$ cat config.mk
export PLATFORM = sky130hd
export DESIGN_NAME = rssa_alu
export DESIGN_NICKNAME = d
export VERILOG_FILES = /design/src/core/rssa_pkg.sv /design/src/core/rssa_sub_unit.sv /design/src/core/rssa_alu.sv
export SDC_FILE = /design/constraint.sdc
export NUM_CORES = 1
export LEC_CHECK = 0
export BUFFER_PORTS_ARGS = -buffer_cell sky130_fd_sc_hd__buf_4
export CAP_MARGIN = 20
export CORE_ASPECT_RATIO = 0.8
export CORE_MARGIN = 10
export CORE_UTILIZATION = 50
export CTS_CLUSTER_DIAMETER = 150
export CTS_CLUSTER_SIZE = 25
export DETAILED_ROUTE_END_ITERATION = 12
export MAX_ROUTING_LAYER = met4
export PLACE_DENSITY = 0.87
export SLEW_MARGIN = 40
export SYNTH_ARGS = -nofsm -noshare
export SYNTH_HDL_FRONTEND = slang
export SYNTH_SLANG_ARGS = --single-unit
$ cat constraint.sdc
create_clock -name clk -period 7 [get_ports clk]
set_input_delay 0.35 -clock clk [delete_from_list [all_inputs] [get_ports clk]]
set_output_delay 0.35 -clock clk [all_outputs]
set_load 0.005 [all_outputs]
$ cat src/core/rssa_pkg.sv
`default_nettype none
package rssa_pkg;

   localparam int          DATA_W         = 8;
   localparam int          APB_ADDR_W     = 8;
   localparam int          APB_DATA_W     = 32;
   localparam int          FILE_ADDR_W    = 7;

   // register byte offsets
   localparam logic [7:0]  ACC_OFS        = 8'h00;
   localparam logic [7:0]  STATUS_OFS     = 8'h04;
   localparam logic [7:0]  SLEEP_OFS      = 8'h08;

   // status field positions, and the wake bit of the sleep register
   localparam int          ROLLOVER_POS   = 0;
   localparam int          HALF_POS       = 1;
   localparam int          ZERO_POS       = 2;
   localparam int          SLEEP_N_POS    = 3;
   localparam int          EXPIRY_N_POS   = 4;
   localparam int          WAKE_POS       = 0;

   // values after reset
   localparam logic [7:0]  ACC_RST        = 8'h00;
   localparam logic        ROLLOVER_RST   = 1'b0;
   localparam logic        HALF_RST       = 1'b0;
   localparam logic        ZERO_RST       = 1'b0;
   localparam logic        SLEEP_N_RST    = 1'b1;
   localparam logic        EXPIRY_N_RST   = 1'b1;

   localparam logic        DEST_ACC       = 1'b0;
   localparam logic [7:0]  ZERO_BYTE      = 8'h00;

   typedef enum logic [2:0] {
      OP_IDLE                          = 3'h0,
      OP_ROTATE_RIGHT_THROUGH_ROLLOVER = 3'h1,
      OP_ROTATE_LEFT_THROUGH_ROLLOVER  = 3'h2,
      OP_SLEEP_ENTRY                   = 3'h3,
      OP_LITERAL_MINUS_ACCUMULATOR     = 3'h4,
      OP_FILE_MINUS_ACCUMULATOR        = 3'h5,
      OP_SUBTRACT_WITH_BORROW_OP       = 3'h6,
      OP_NIBBLE_EXCHANGE_OP            = 3'h7
   } rssa_op_t;

   typedef enum logic {
      SLP_AWAKE  = 1'b0,
      SLP_ASLEEP = 1'b1
   } rssa_sleep_t;

endpackage : rssa_pkg
`default_nettype wire

$ cat src/core/rssa_sub_unit.sv
`timescale 1ns/100ps
`default_nettype none
module rssa_sub_unit
   import rssa_pkg::*;
(
   input  wire logic [7:0] minuend,    // left operand
   input  wire logic [7:0] subtrahend, // right operand
   input  wire logic       borrowIn,   // extra borrow, high subtracts one more
   output logic      [7:0] diff,       // 8-bit difference
   output logic            rollover,   // high when no borrow out of bit 7
   output logic            halfBorrow, // high when no borrow out of bit 3
   output logic            isZero      // difference is zero
);
   logic [8:0] full;
   logic [4:0] low;

   always_comb begin
      full       = {1'b0, minuend} - {1'b0, subtrahend} - {8'h00, borrowIn};
      low        = {1'b0, minuend[3:0]} - {1'b0, subtrahend[3:0]} - {4'h0, borrowIn};
      diff       = full[7:0];
      rollover   = ~full[8];
      halfBorrow = ~low[4];
      isZero     = (full[7:0] == ZERO_BYTE);
   end
endmodule : rssa_sub_unit
`default_nettype wire

$ cat src/core/rssa_alu.sv
// Notes on behaviour
// - rotate right: bit0 to rollover, rollover to bit7
// - destination bit 0 selects accumulator, 1 file
// - sleep enters sleep, clears watchdog and prescaler
// - sleep sets expiry flag, clears sleep flag
// - literal minus accumulator into accumulator
// - rollover, half borrow from literal comparison
// - file minus accumulator to selected destination
// - rollover, half borrow from file comparison
// - file minus accumulator minus inverted rollover
// - nibble swap, no flag changes
// - rotate left: bit7 to rollover, rollover to bit0
`timescale 1ns/100ps
`default_nettype none
module rssa_alu
   import rssa_pkg::*;
(
   input  wire logic                   clk,             // core clock
   input  wire logic                   rst,             // sync reset, active high
   input  wire logic                   psel,            // apb select
   input  wire logic                   penable,         // apb access phase
   input  wire logic                   pwrite,          // apb direction
   input  wire logic [APB_ADDR_W-1:0]  paddr,           // apb byte address
   input  wire logic [APB_DATA_W-1:0]  pwdata,          // apb write data
   output logic      [APB_DATA_W-1:0]  prdata,          // apb read data
   output logic                        pready,          // apb ready
   output logic                        pslverr,         // apb error, unmapped address
   input  wire logic                   opValid,         // decoded instruction valid
   input  wire rssa_op_t               opCode,          // decoded operation
   input  wire logic [FILE_ADDR_W-1:0] fileAddr,        // file register address
   input  wire logic                   destSel,         // 0 accumulator, 1 file
   input  wire logic [7:0]             literal,         // 8-bit literal operand
   input  wire logic [7:0]             fileOperand,     // contents of addressed file
   output logic                        fileWrEn,        // file write strobe
   output logic      [FILE_ADDR_W-1:0] fileWrAddr,      // file write address
   output logic      [7:0]             resultData,      // last result
   output logic      [7:0]             accOut,          // accumulator
   output logic                        rolloverOut,     // rollover flag
   output logic                        halfBorrowOut,   // half borrow flag
   output logic                        zeroOut,         // result-null flag
   output logic                        expiryFlagN,     // watchdog expiry flag, active low
   output logic                        sleepEntryFlagN, // sleep entry flag, active low
   output logic                        sleepState,      // core asleep
   output logic                        watchdogClear    // clears watchdog and prescaler
);
   logic [7:0]  acc_q;
   logic        rollover_q;
   logic        half_q;
   logic        zero_q;
   logic        expiryN_q;
   logic        sleepN_q;
   rssa_sleep_t sleep_q;
   logic        fileWrEn_q;
   logic [6:0]  fileWrAddr_q;
   logic [7:0]  result_q;
   logic        wdClear_q;

   logic        opGo;
   logic        apbWr;
   logic        isSub;
   logic [7:0]  subA;
   logic        subBorrow;
   logic [7:0]  subDiff;
   logic        subRoll;
   logic        subHalf;
   logic        subZero;
   logic [7:0]  result_d;
   logic        roll_d;
   logic        toAcc;
   logic        toFile;

   function automatic logic regHit(input logic [APB_ADDR_W-1:0] a,
                                   input logic [7:0] ofs);
      regHit = (a == ofs);
   endfunction : regHit

   // instructions are refused while asleep
   assign opGo      = opValid && (sleep_q == SLP_AWAKE) && (opCode != OP_IDLE);
   assign apbWr     = psel && penable && pwrite;
   assign isSub     = (opCode == OP_LITERAL_MINUS_ACCUMULATOR) ||
                      (opCode == OP_FILE_MINUS_ACCUMULATOR) ||
                      (opCode == OP_SUBTRACT_WITH_BORROW_OP);
   assign subA      = (opCode == OP_LITERAL_MINUS_ACCUMULATOR) ? literal : fileOperand;
   assign subBorrow = (opCode == OP_SUBTRACT_WITH_BORROW_OP) ? ~rollover_q : 1'b0;

   rssa_sub_unit u_sub (
      .minuend    (subA),
      .subtrahend (acc_q),
      .borrowIn   (subBorrow),
      .diff       (subDiff),
      .rollover   (subRoll),
      .halfBorrow (subHalf),
      .isZero     (subZero)
   );

   always_comb begin
      result_d = fileOperand;
      roll_d   = rollover_q;
      case (opCode)
         OP_ROTATE_RIGHT_THROUGH_ROLLOVER: begin
            result_d = {rollover_q, fileOperand[7:1]};
            roll_d   = fileOperand[0];
         end
         OP_ROTATE_LEFT_THROUGH_ROLLOVER: begin
            result_d = {fileOperand[6:0], rollover_q};
            roll_d   = fileOperand[7];
         end
         OP_LITERAL_MINUS_ACCUMULATOR,
         OP_FILE_MINUS_ACCUMULATOR,
         OP_SUBTRACT_WITH_BORROW_OP: begin
            result_d = subDiff;
            roll_d   = subRoll;
         end
         OP_NIBBLE_EXCHANGE_OP: begin
            result_d = {fileOperand[3:0], fileOperand[7:4]};
         end
         default: begin
            result_d = fileOperand;
            roll_d   = rollover_q;
         end
      endcase
   end

   // literal subtract always lands in the accumulator
   always_comb begin
      toAcc  = 1'b0;
      toFile = 1'b0;
      if (opGo && opCode != OP_SLEEP_ENTRY) begin
         if (opCode == OP_LITERAL_MINUS_ACCUMULATOR) begin
            toAcc = 1'b1;
         end else if (destSel == DEST_ACC) begin
            toAcc = 1'b1;
         end else begin
            toFile = 1'b1;
         end
      end
   end

   // accumulator: instruction result wins over software write
   always_ff @(posedge clk) begin
      if (rst) begin
         acc_q <= ACC_RST;
      end else if (toAcc) begin
         acc_q <= result_d;
      end else if (apbWr && regHit(paddr, ACC_OFS)) begin
         acc_q <= pwdata[7:0];
      end
   end

   // arithmetic flags
   always_ff @(posedge clk) begin
      if (rst) begin
         rollover_q <= ROLLOVER_RST;
         half_q     <= HALF_RST;
         zero_q     <= ZERO_RST;
      end else if (opGo && opCode != OP_SLEEP_ENTRY && opCode != OP_NIBBLE_EXCHANGE_OP) begin
         rollover_q <= roll_d;
         if (isSub) begin
            half_q <= subHalf;
            zero_q <= subZero;
         end
      end else if (apbWr && regHit(paddr, STATUS_OFS)) begin
         rollover_q <= pwdata[ROLLOVER_POS];
         half_q     <= pwdata[HALF_POS];
         zero_q     <= pwdata[ZERO_POS];
      end
   end

   // power flags
   always_ff @(posedge clk) begin
      if (rst) begin
         expiryN_q <= EXPIRY_N_RST;
         sleepN_q  <= SLEEP_N_RST;
      end else if (opGo && opCode == OP_SLEEP_ENTRY) begin
         expiryN_q <= 1'b1;
         sleepN_q  <= 1'b0;
      end else if (apbWr && regHit(paddr, STATUS_OFS)) begin
         expiryN_q <= pwdata[EXPIRY_N_POS];
         sleepN_q  <= pwdata[SLEEP_N_POS];
      end
   end

   // sleep state: software writes wake bit to leave
   always_ff @(posedge clk) begin
      if (rst) begin
         sleep_q <= SLP_AWAKE;
      end else begin
         case (sleep_q)
            SLP_AWAKE: begin
               if (opGo && opCode == OP_SLEEP_ENTRY) begin
                  sleep_q <= SLP_ASLEEP;
               end
            end
            SLP_ASLEEP: begin
               if (apbWr && regHit(paddr, SLEEP_OFS) && pwdata[WAKE_POS]) begin
                  sleep_q <= SLP_AWAKE;
               end
            end
            default: sleep_q <= SLP_AWAKE;
         endcase
      end
   end

   // registered result outputs
   always_ff @(posedge clk) begin
      if (rst) begin
         fileWrEn_q   <= 1'b0;
         fileWrAddr_q <= '0;
         result_q     <= ZERO_BYTE;
         wdClear_q    <= 1'b0;
      end else begin
         fileWrEn_q <= toFile;
         wdClear_q  <= opGo && (opCode == OP_SLEEP_ENTRY);
         if (toAcc || toFile) begin
            result_q     <= result_d;
            fileWrAddr_q <= fileAddr;
         end
      end
   end

   always_comb begin
      prdata  = '0;
      pslverr = 1'b0;
      if (psel && penable) begin
         if (regHit(paddr, ACC_OFS)) begin
            prdata[7:0] = acc_q;
         end else if (regHit(paddr, STATUS_OFS)) begin
            prdata[ROLLOVER_POS] = rollover_q;
            prdata[HALF_POS]     = half_q;
            prdata[ZERO_POS]     = zero_q;
            prdata[SLEEP_N_POS]  = sleepN_q;
            prdata[EXPIRY_N_POS] = expiryN_q;
         end else if (regHit(paddr, SLEEP_OFS)) begin
            prdata[WAKE_POS] = (sleep_q == SLP_ASLEEP);
         end else begin
            pslverr = 1'b1;
         end
      end
   end

   assign pready          = 1'b1;
   assign fileWrEn        = fileWrEn_q;
   assign fileWrAddr      = fileWrAddr_q;
   assign resultData      = result_q;
   assign accOut          = acc_q;
   assign rolloverOut     = rollover_q;
   assign halfBorrowOut   = half_q;
   assign zeroOut         = zero_q;
   assign expiryFlagN     = expiryN_q;
   assign sleepEntryFlagN = sleepN_q;
   assign sleepState      = (sleep_q == SLP_ASLEEP);
   assign watchdogClear   = wdClear_q;
endmodule : rssa_alu
`default_nettype wire

After elaboration in Yosys (flattened, before gate mapping). Cells that the tools add are included.

Register bits: 31. Input bits: 73. Output and inout port bits: 65. Word-level logic and storage cells: 91.

Add/subtract/negate cells: 4. Equality and inequality tests: 13. Mux-type cells: 35. Bitwise operators: 4. Reduce and logical (&&, ||, !) cells: 24.

Operators by type and width (count): $mux 8 (4); $pmux 8 s4 (1); $mux 1 (25); $logic_not 8->1 (2); $eq 3x3->1 const B (4); $logic_and 1x1->1 (11); $sub 8x8->9 (1); $sub 9x1->9 (1); $eq 8x3->1 const B (1); $eq 8x4->1 const B (1); $eq 3x2->1 const B (2); $reduce_bool 2->1 (3); $mux 5 (1); $sub 4x4->5 (1); $sub 5x1->5 (1); $mux 4 (1); $ne 4x1->1 const B (1); $not 1->1 (4); $reduce_and 2->1 (2); $eq 3x1->1 const B (1); $logic_or 1x1->1 (3); $mux 3 (1); $ne 3x2->1 const B (1); $ne 3x3->1 const B (1); 6 further kinds (6).

Depth between registers and ports, before layout. Gate-level depths: netlist of run 1.

Word-level depth: 7. Depth in mapped cells: 16. Mapped depth without buffers: 13.

Hierarchy. A second synthesis of run 1 with hierarchy kept.

Cells, all modules: 333. Area, all modules: 2612.5 µm².

By module, submodules not included: rssa_alu (instances 1, cells an instance 261, area each 2080.7 µm², sequential area each 620.6 µm²); rssa_sub_unit (instances 1, cells an instance 72, area each 531.8 µm², sequential area each 0.0 µm²).

Worst setup path after synthesis of run 1. OpenSTA, ideal clock, no wires.

Kind: input to register. From: in opCode[1]. To: reg rollover_q, in the netlist rolloverOut. Setup time: 0.091 ns. Arrival: 3.696 ns. Required time: 6.909 ns. Slack: 3.213 ns. Cell stages on the path: 14. Path buffers: 4. Path through: clkbuf_1 > clkbuf_1 > buf_1 > nor3_1 > clkbuf_1 > a21oi_1 > fa_1 > fa_1 > a21bo_2 > a2111oi_0 > o21ai_0 > mux2i_1 > a21oi_1 > a311oi_1.

Word-level cells in the longest chain between the ends: 7.

RTL lines: start, declared (RTL line rssa_alu.sv:29) `input wire rssa_op_t opCode,`; $eq 3x3->1 (RTL line rssa_alu.sv:83, rssa_alu.sv:99); $mux 8 (RTL line rssa_alu.sv:83) `assign subA = (opCode == OP_LITERAL_MINUS_ACCUMULATOR) ? literal : fileOperand;`; $sub 8x8->9 (RTL line rssa_sub_unit.sv:18) `full = {1'b0, minuend} - {1'b0, subtrahend} - {8'h00, borrowIn};`; $sub 9x1->9 (RTL line rssa_sub_unit.sv:18); $not 1->1 (RTL line rssa_sub_unit.sv:21) `rollover = ~full[8];`; $pmux 1 s3 (RTL line rssa_alu.sv:99) `case (opCode)`; $mux 1 (RTL line rssa_alu.sv:156) `end else if (opGo && opCode != OP_SLEEP_ENTRY && opCode != OP_NIBBLE_EXCHANGE_OP) begin`; end signal, assigned (RTL line rssa_alu.sv:157) `rollover_q <= roll_d;`; end signal, assigned (RTL line rssa_alu.sv:163) `rollover_q <= pwdata[ROLLOVER_POS];`; end, declared (RTL line rssa_alu.sv:47) `logic rollover_q;`.

Several ways; a longest one is shown, not always the timed one. A chain may end at the register's enable or synchronous reset.

Final worst setup path of run 1.
From: in opCode[2]. To: reg acc_q[5], in the netlist accOut[5].

Word-level cells in the longest chain between the ends: 6.

RTL lines: $eq 3x3->1 (RTL line rssa_alu.sv:83, rssa_alu.sv:99, rssa_alu.sv:129); $mux 8 (RTL line rssa_alu.sv:83); $sub 8x8->9 (RTL line rssa_sub_unit.sv:18); $sub 9x1->9 (RTL line rssa_sub_unit.sv:18); $pmux 8 s4 (RTL line rssa_alu.sv:99); $mux 8 (RTL line rssa_alu.sv:143) `end else if (toAcc) begin`; end signal, assigned (RTL line rssa_alu.sv:144) `acc_q <= result_d;`; end signal, assigned (RTL line rssa_alu.sv:146) `acc_q <= pwdata[7:0];`; end, declared (RTL line rssa_alu.sv:46) `logic [7:0] acc_q;`.

Several ways; a longest one is shown, not always the timed one.

==> metrics, run 1 <==
hold buffer count at CTS=0; vias per cell=between 5 and 6; Cells on Worst Hold Path=3; CTS Buf Count=5; Area growth, synth to finish=24.2%; Reg2Reg Depth=10; CP peak stage delay=510 ps; #FFs+latches synth=31; Top FF cell, synth=dfxtp_1; post-CTS resize count=0; Layout Nets=536; storage element area=around 620 sq um; total grt overflow=0; cells after synthesis=approximately 370; CP Capture Type=register; Synth Area per Inst=~7.3 sq um; arrival time worst endpoint=3580 ps; Startpoint Class=primary input; yosys warns=0; power per cell area=about 170 nW/um^2; final core occ=between 60% and 70%; Fillers=~440; IO Pins=about 140; WS Path Type=in -> reg; initial antenna violation count=0; Residual DRC=0; max-slew violation count=0; I/O Buffers=88; Post-synth EDFFs=0; Die Y=roughly 86 um; crit share post-route=49.2%; crit path max fanout=29; Diodes inserted=0; max-cap viol count=0; worst vdd ir=~0.00015 V; Die Wd=~100 um; max frequency=roughly 290 MHz; largest net degree at the start of global routing=33; H-tree depth=2; Die ar.=just under 9000 sq um; TritonCTS clock tree=done; GRT Total Usage=20.5%; vias in the first global route=2,948; clk_skew=between 3 and 4 ps; Fin. Hold Viols=0; TNS Setup=0 ps; initial DRC count=300; Slew Limit Headroom=54.2%; Worst-Skew Late Latency=about 280 ps; outcome=finished clean; # setup viols final=0; post-synthesis async set-or-reset flop share=0%; mapped cell area=about 2700 sq um; slowest CP cell=or3b_2; routed len/inst=18.2 um; first drt pass iteration count=6; Req. time, crit path=7140 ps; clock tree sinks=31; Antenna Nets Post-Route=0; initial core utilization=roughly 53%; Final Critical Period=roughly 3400 ps; clk buf depth=2; hpwl dp=7480 um; HP Class=in -> reg; critical-path cell list=buf_4, inv_1, nor3_1, buf_4, nor2_1, a21oi_1, ha_1, inv_1, ha_1, a21oi_1, nor3_1, a31o_2, or3b_2, nor2_1, a211oi_1; Std-Cell Rows=23; Cell variety after synth=just under 60; Seq/Total Area, Yosys=22.7%; buffer count from post-CTS setup fixing=0; Root Buffer=clkbuf_8; Pleak=about 1.6 nW; clk slew on worst S/H paths=~60 ps; unrepaired setup endpoints after global routing=false; layout cells sized above 1=between 20% and 30%; Tightest Pin Transition=a little under 700 ps; first-pass GRT wire length=roughly 14,000 um; final estimated routing congestion in global placement=~0.9; via count of the routed design=~3,000; Core ar.=5150 sq um; Total Routed Length=9320 um; multi-input combinational cell area=around 1800 sq um
layer usage:
layer | share of wire [%] | routed length [um] | global-route usage [%] | vias up
met5 | 0 | 0 | - | -
met4 | 2.7 | 250 | 8.06 | 0
met3 | 12 | 1090 | 5.29 | 25
met2 | 46 | 4240 | 32.4 | 162
met1 | 40 | 3730 | 24.2 | 1337
li1 | - | - | - | 1431
synthesized netlist by cell type (3+ instances only):
cell	instances	share of area [%]
nor2_1	40	5.5
a311oi_1	3	0.96
o21ai_0	10	1.8
mux2i_1	15	5.5
nor2b_1	8	1.8
a211oi_1	12	3.3
o22ai_1	3	0.69
nand2b_1	7	1.6
clkbuf_1	17	2.3
dfxtp_1	31	23
buf_4	25	6.9
a21oi_1	39	7.1
o311ai_0	3	0.96
ha_1	12	5.5
nand2_1	38	5.2
nor4_1	3	0.69
nor3_1	11	2.0
xnor2_1	3	0.96
and2_1	5	1.1
xor2_1	3	0.96
inv_1	26	3.6
o21a_1	3	0.82
nand3_1	7	1.3
placed cells by master (no fill, tap or decap), types with 3 or more instances in the layout:
cell      Yosys  layout
nor4_1        3       3
o22ai_1       3       3
nor3_1       11      11
o21a_1        3       3
nand2b_1      7       7
dfxtp_1      31      31
nor2b_1       8       8
conb_1        2      25
a311oi_1      3       3
o21ai_0      10      10
o311ai_0      3       3
xor2_1        3       3
nand2_1      38      38
clkbuf_8      0       7
a21oi_1      39      39
xnor2_1       3       3
ha_1         12      12
nand3_1       7       7
inv_1        26      26
buf_4        25      90
mux2i_1      15      15
and2_1        5       5
a211oi_1     12      12
nor2_1       40      40
per-stage QoR:
step	power (mW)	setup slack (ps)	instance area [sq um]	hold WS (ps)	instances
2_1_floorplan	0.356	3210	2820	453	397
5_1_grt	0.624	3320	3390	306	512
6_report	0.592	3560	3390	283	512
3_3_place_gp	0.428	3360	3290	443	504
4_1_cts	0.588	3610	3390	284	512
3_5_place_dp	0.433	3320	3290	449	504
logic make-up after synthesis:
kind of cell / count (synthesis) / synth area share, %
AND/OR/NAND/NOR: 134 / 23.8
AO/OA/AOI/OAI: 100 / 24.5
buffers and inverters: 71 / 13.7
flip-flops: 31 / 22.7
multiplexers: 16 / 6.05
adder cells (fa/ha/maj): 14 / 6.96
XOR/XNOR: 6 / 1.92
other: 2 / 0.275
registers in the layout, indices dropped and copies added, names as in the netlist:
register	flops
zeroOut	1
halfBorrowOut	1
resultData	8
sleepState	1
watchdogClear	1
fileWrEn	1
rolloverOut	1
sleepEntryFlagN	1
expiryFlagN	1
fileWrAddr	7
accOut	8
final cells by class:
class,count,area share (%)
Clock buffer,8,2.95
Multi-Input combinational cell,295,53.7
Inverter,26,2.88
Tap cell,62,2.29
Sequential cell,31,18.3
Timing Repair Buffer,90,19.9
critical path, delay by kind of cell:
kind | cells | cell delay, ps
and+or+nand+nor | 5 | 1070
buffers and inverters | 4 | 800
adders and majority gates | 2 | 530
AOI/OAI and AO/OA | 4 | 820
where the power goes:
group | switching [mW] | internal, mW
logic | 0.132 | 0.103
clock network | 0.0665 | 0.0896
registers | 0.0120 | 0.189
worst paths after layout:
check / to / slack [ps] / from
min reg2reg: fileWrAddr[5]$_SDFFE_PP0P_ / 460 / fileWrAddr[5]$_SDFFE_PP0P_
max reg2reg: accOut[7]$_SDFFE_PP0P_ / 3970 / rolloverOut$_SDFFE_PP0P_
min: expiryFlagN$_SDFFE_PP1P_ / 280 / pwdata[4]
max: accOut[5]$_SDFFE_PP0P_ / 3560 / opCode[2]
Power figures use the tool's default switching activity.
==> run 2: changes to the inputs <==
CORE_UTILIZATION = 47   (was 50)
PLACE_DENSITY = 0.82   (was 0.87)
clock period = 3.6 ns   (was 7 ns; I/O delays follow)
==> metrics, run 2 (same netlist as run 1, synthesis figures left out) <==
Antenna Nets Post-Route=0; crit path max fanout=5; Reg2Reg Depth=10; total grt overflow=0; Startpoint Class=register; Final Critical Period=around 2900 ps; H-tree depth=2; vias in the first global route=about 2,800; CP Capture Type=register; Std-Cell Rows=24; Worst-Skew Late Latency=~280 ps; hold buffer count at CTS=0; routed len/inst=~18 um; CTS Buf Count=5; post-CTS resize count=0; via count of the routed design=2,959; vias per cell=5.56; clk buf depth=2; Reg2Reg Setup Slack=around 660 ps; buffer count from post-CTS setup fixing=0; Total Routed Length=between 9000 and 10,000 um; HP Class=in -> reg; power per cell area=about 320 nW/um^2; max-slew violation count=0; final estimated routing congestion in global placement=between 0.9 and 1; reg2reg end=accOut[7]$_SDFFE_PP0P_; RR Startpoint=rolloverOut$_SDFFE_PP0P_; Req. time, crit path=3760 ps; Tightest Pin Transition=around 650 ps; clk_skew=9.22 ps; unrepaired setup endpoints after global routing=false; highest-count cells in the layout ignoring fill and taps=94 x buf_4, 40 x nor2_1, 39 x a21oi_1; most common cell after layout, fill and taps aside=buf_4; Die ar.=9280 sq um; first-pass GRT wire length=14,300 um; Core ar.=5560 sq um; outcome=finished clean; arrival time worst endpoint=about 3100 ps; Diodes inserted=0; Fin. Hold Viols=0; WS Path Type=reg -> reg; crit path to=accOut[7]$_SDFFE_PP0P_; Residual DRC=0; crit share post-route=81.7%; worst setup path start=rolloverOut$_SDFFE_PP0P_; largest net degree at the start of global routing=33; layout cells sized above 1=24.9%; max-cap viol count=0; I/O Buffers=slightly below 90; Root Buffer=clkbuf_8; clk slew on worst S/H paths=~70 ps; GRT Total Usage=around a fifth; # setup viols final=0; Overall Power=between 1 and 1.5 mW; TNS Setup=0 ps; initial DRC count=between 300 and 400; Pleak=about 1.6 nW; Die Y=between 80 and 90 um; first drt pass iteration count=6; initial core utilization=49.2%; max frequency=340 MHz; TritonCTS clock tree=done; Slew Limit Headroom=56.8%; initial antenna violation count=0; Layout Nets=540; clock tree sinks=31; Die Wd=around 110 um; hpwl dp=7610 um; worst vdd ir=0.000255 V; Fillers=544; IO Pins=roughly 140; Area growth, synth to finish=25.6%
## run 2: cell types whose count changed in the layout (fill, tap and decap cells not counted), sizes merged
cell,previous run,this run
clkinv,0,1
buf,90,94
clkbuf,8,7
## run 2: layer usage
layer / track usage [%] / part of all wire (%) / vias to the layer above
li1: - / - / 1428
met1: 26.2 / 45 / 1338
met2: 28.7 / 43 / 180
met3: 4.70 / 11 / 13
met4: 4.23 / 1.4 / 0
met5: - / 0 / -
## run 2: layout make-up
cell class	instances	area, sq um	share of cell area (%)
multi-input cells	295	1830	53.3
repair buffers	94	706	20.6
flip-flops and latches	31	621	18.1
inverters	26	97.6	2.85
well taps	78	97.6	2.85
clock buffers	7	76.3	2.23
clock inverters	1	5.00	0.146
## run 2: worst min path at each step
| stage | start | endpoint | slack [ps] | cells after the start |
|---|---|---|---|---|
| 6_report | pwdata[4] | expiryFlagN$_SDFFE_PP1P_ | 120 | 3 |
| 4_1_cts | pwdata[4] | expiryFlagN$_SDFFE_PP1P_ | 120 | 3 |
| 3_3_place_gp | pwdata[4] | expiryFlagN$_SDFFE_PP1P_ | 400 | 3 |
| 3_5_place_dp | pwdata[4] | expiryFlagN$_SDFFE_PP1P_ | 410 | 3 |
| 5_1_grt | fileAddr[1] | fileWrAddr[1]$_SDFFE_PP0P_ | 140 | 3 |
| 2_1_floorplan | pwdata[4] | expiryFlagN$_SDFFE_PP1P_ | 300 | 2 |
## run 2: metrics by stage
stage / hold slack [ps] / setup slack (ps) / utilization [%] / cells / cell area, sq um
detailed placement: 413 / 432 / 60.3 / 524 / 3350
global placement: 405 / 468 / 60.3 / 524 / 3350
global route: 138 / 355 / 61.7 / 532 / 3430
floorplan: 300 / 110 / - / 397 / 2820
finish: 120 / 659 / 61.7 / 532 / 3430
CTS: 117 / 659 / 61.7 / 532 / 3430
## run 2: critical path: stages (launching register included)
cell	delay [ps]
dfxtp_1	350
nor4_1	370
fa_1	290
inv_1	60
ha_1	180
nand2b_1	210
a211oi_1	410
nor2_1	140
a221o_1	370
o32ai_1	290
a41oi_1	140
## run 2: power breakdown
| part | leakage [nW] | total, mW | internal (mW) | switching [mW] |
|---|---|---|---|---|
| logic | 1.31 | 0.460 | 0.204 | 0.256 |
| registers | 0.255 | 0.391 | 0.368 | 0.0231 |
| clock network | 0.0422 | 0.263 | 0.135 | 0.128 |
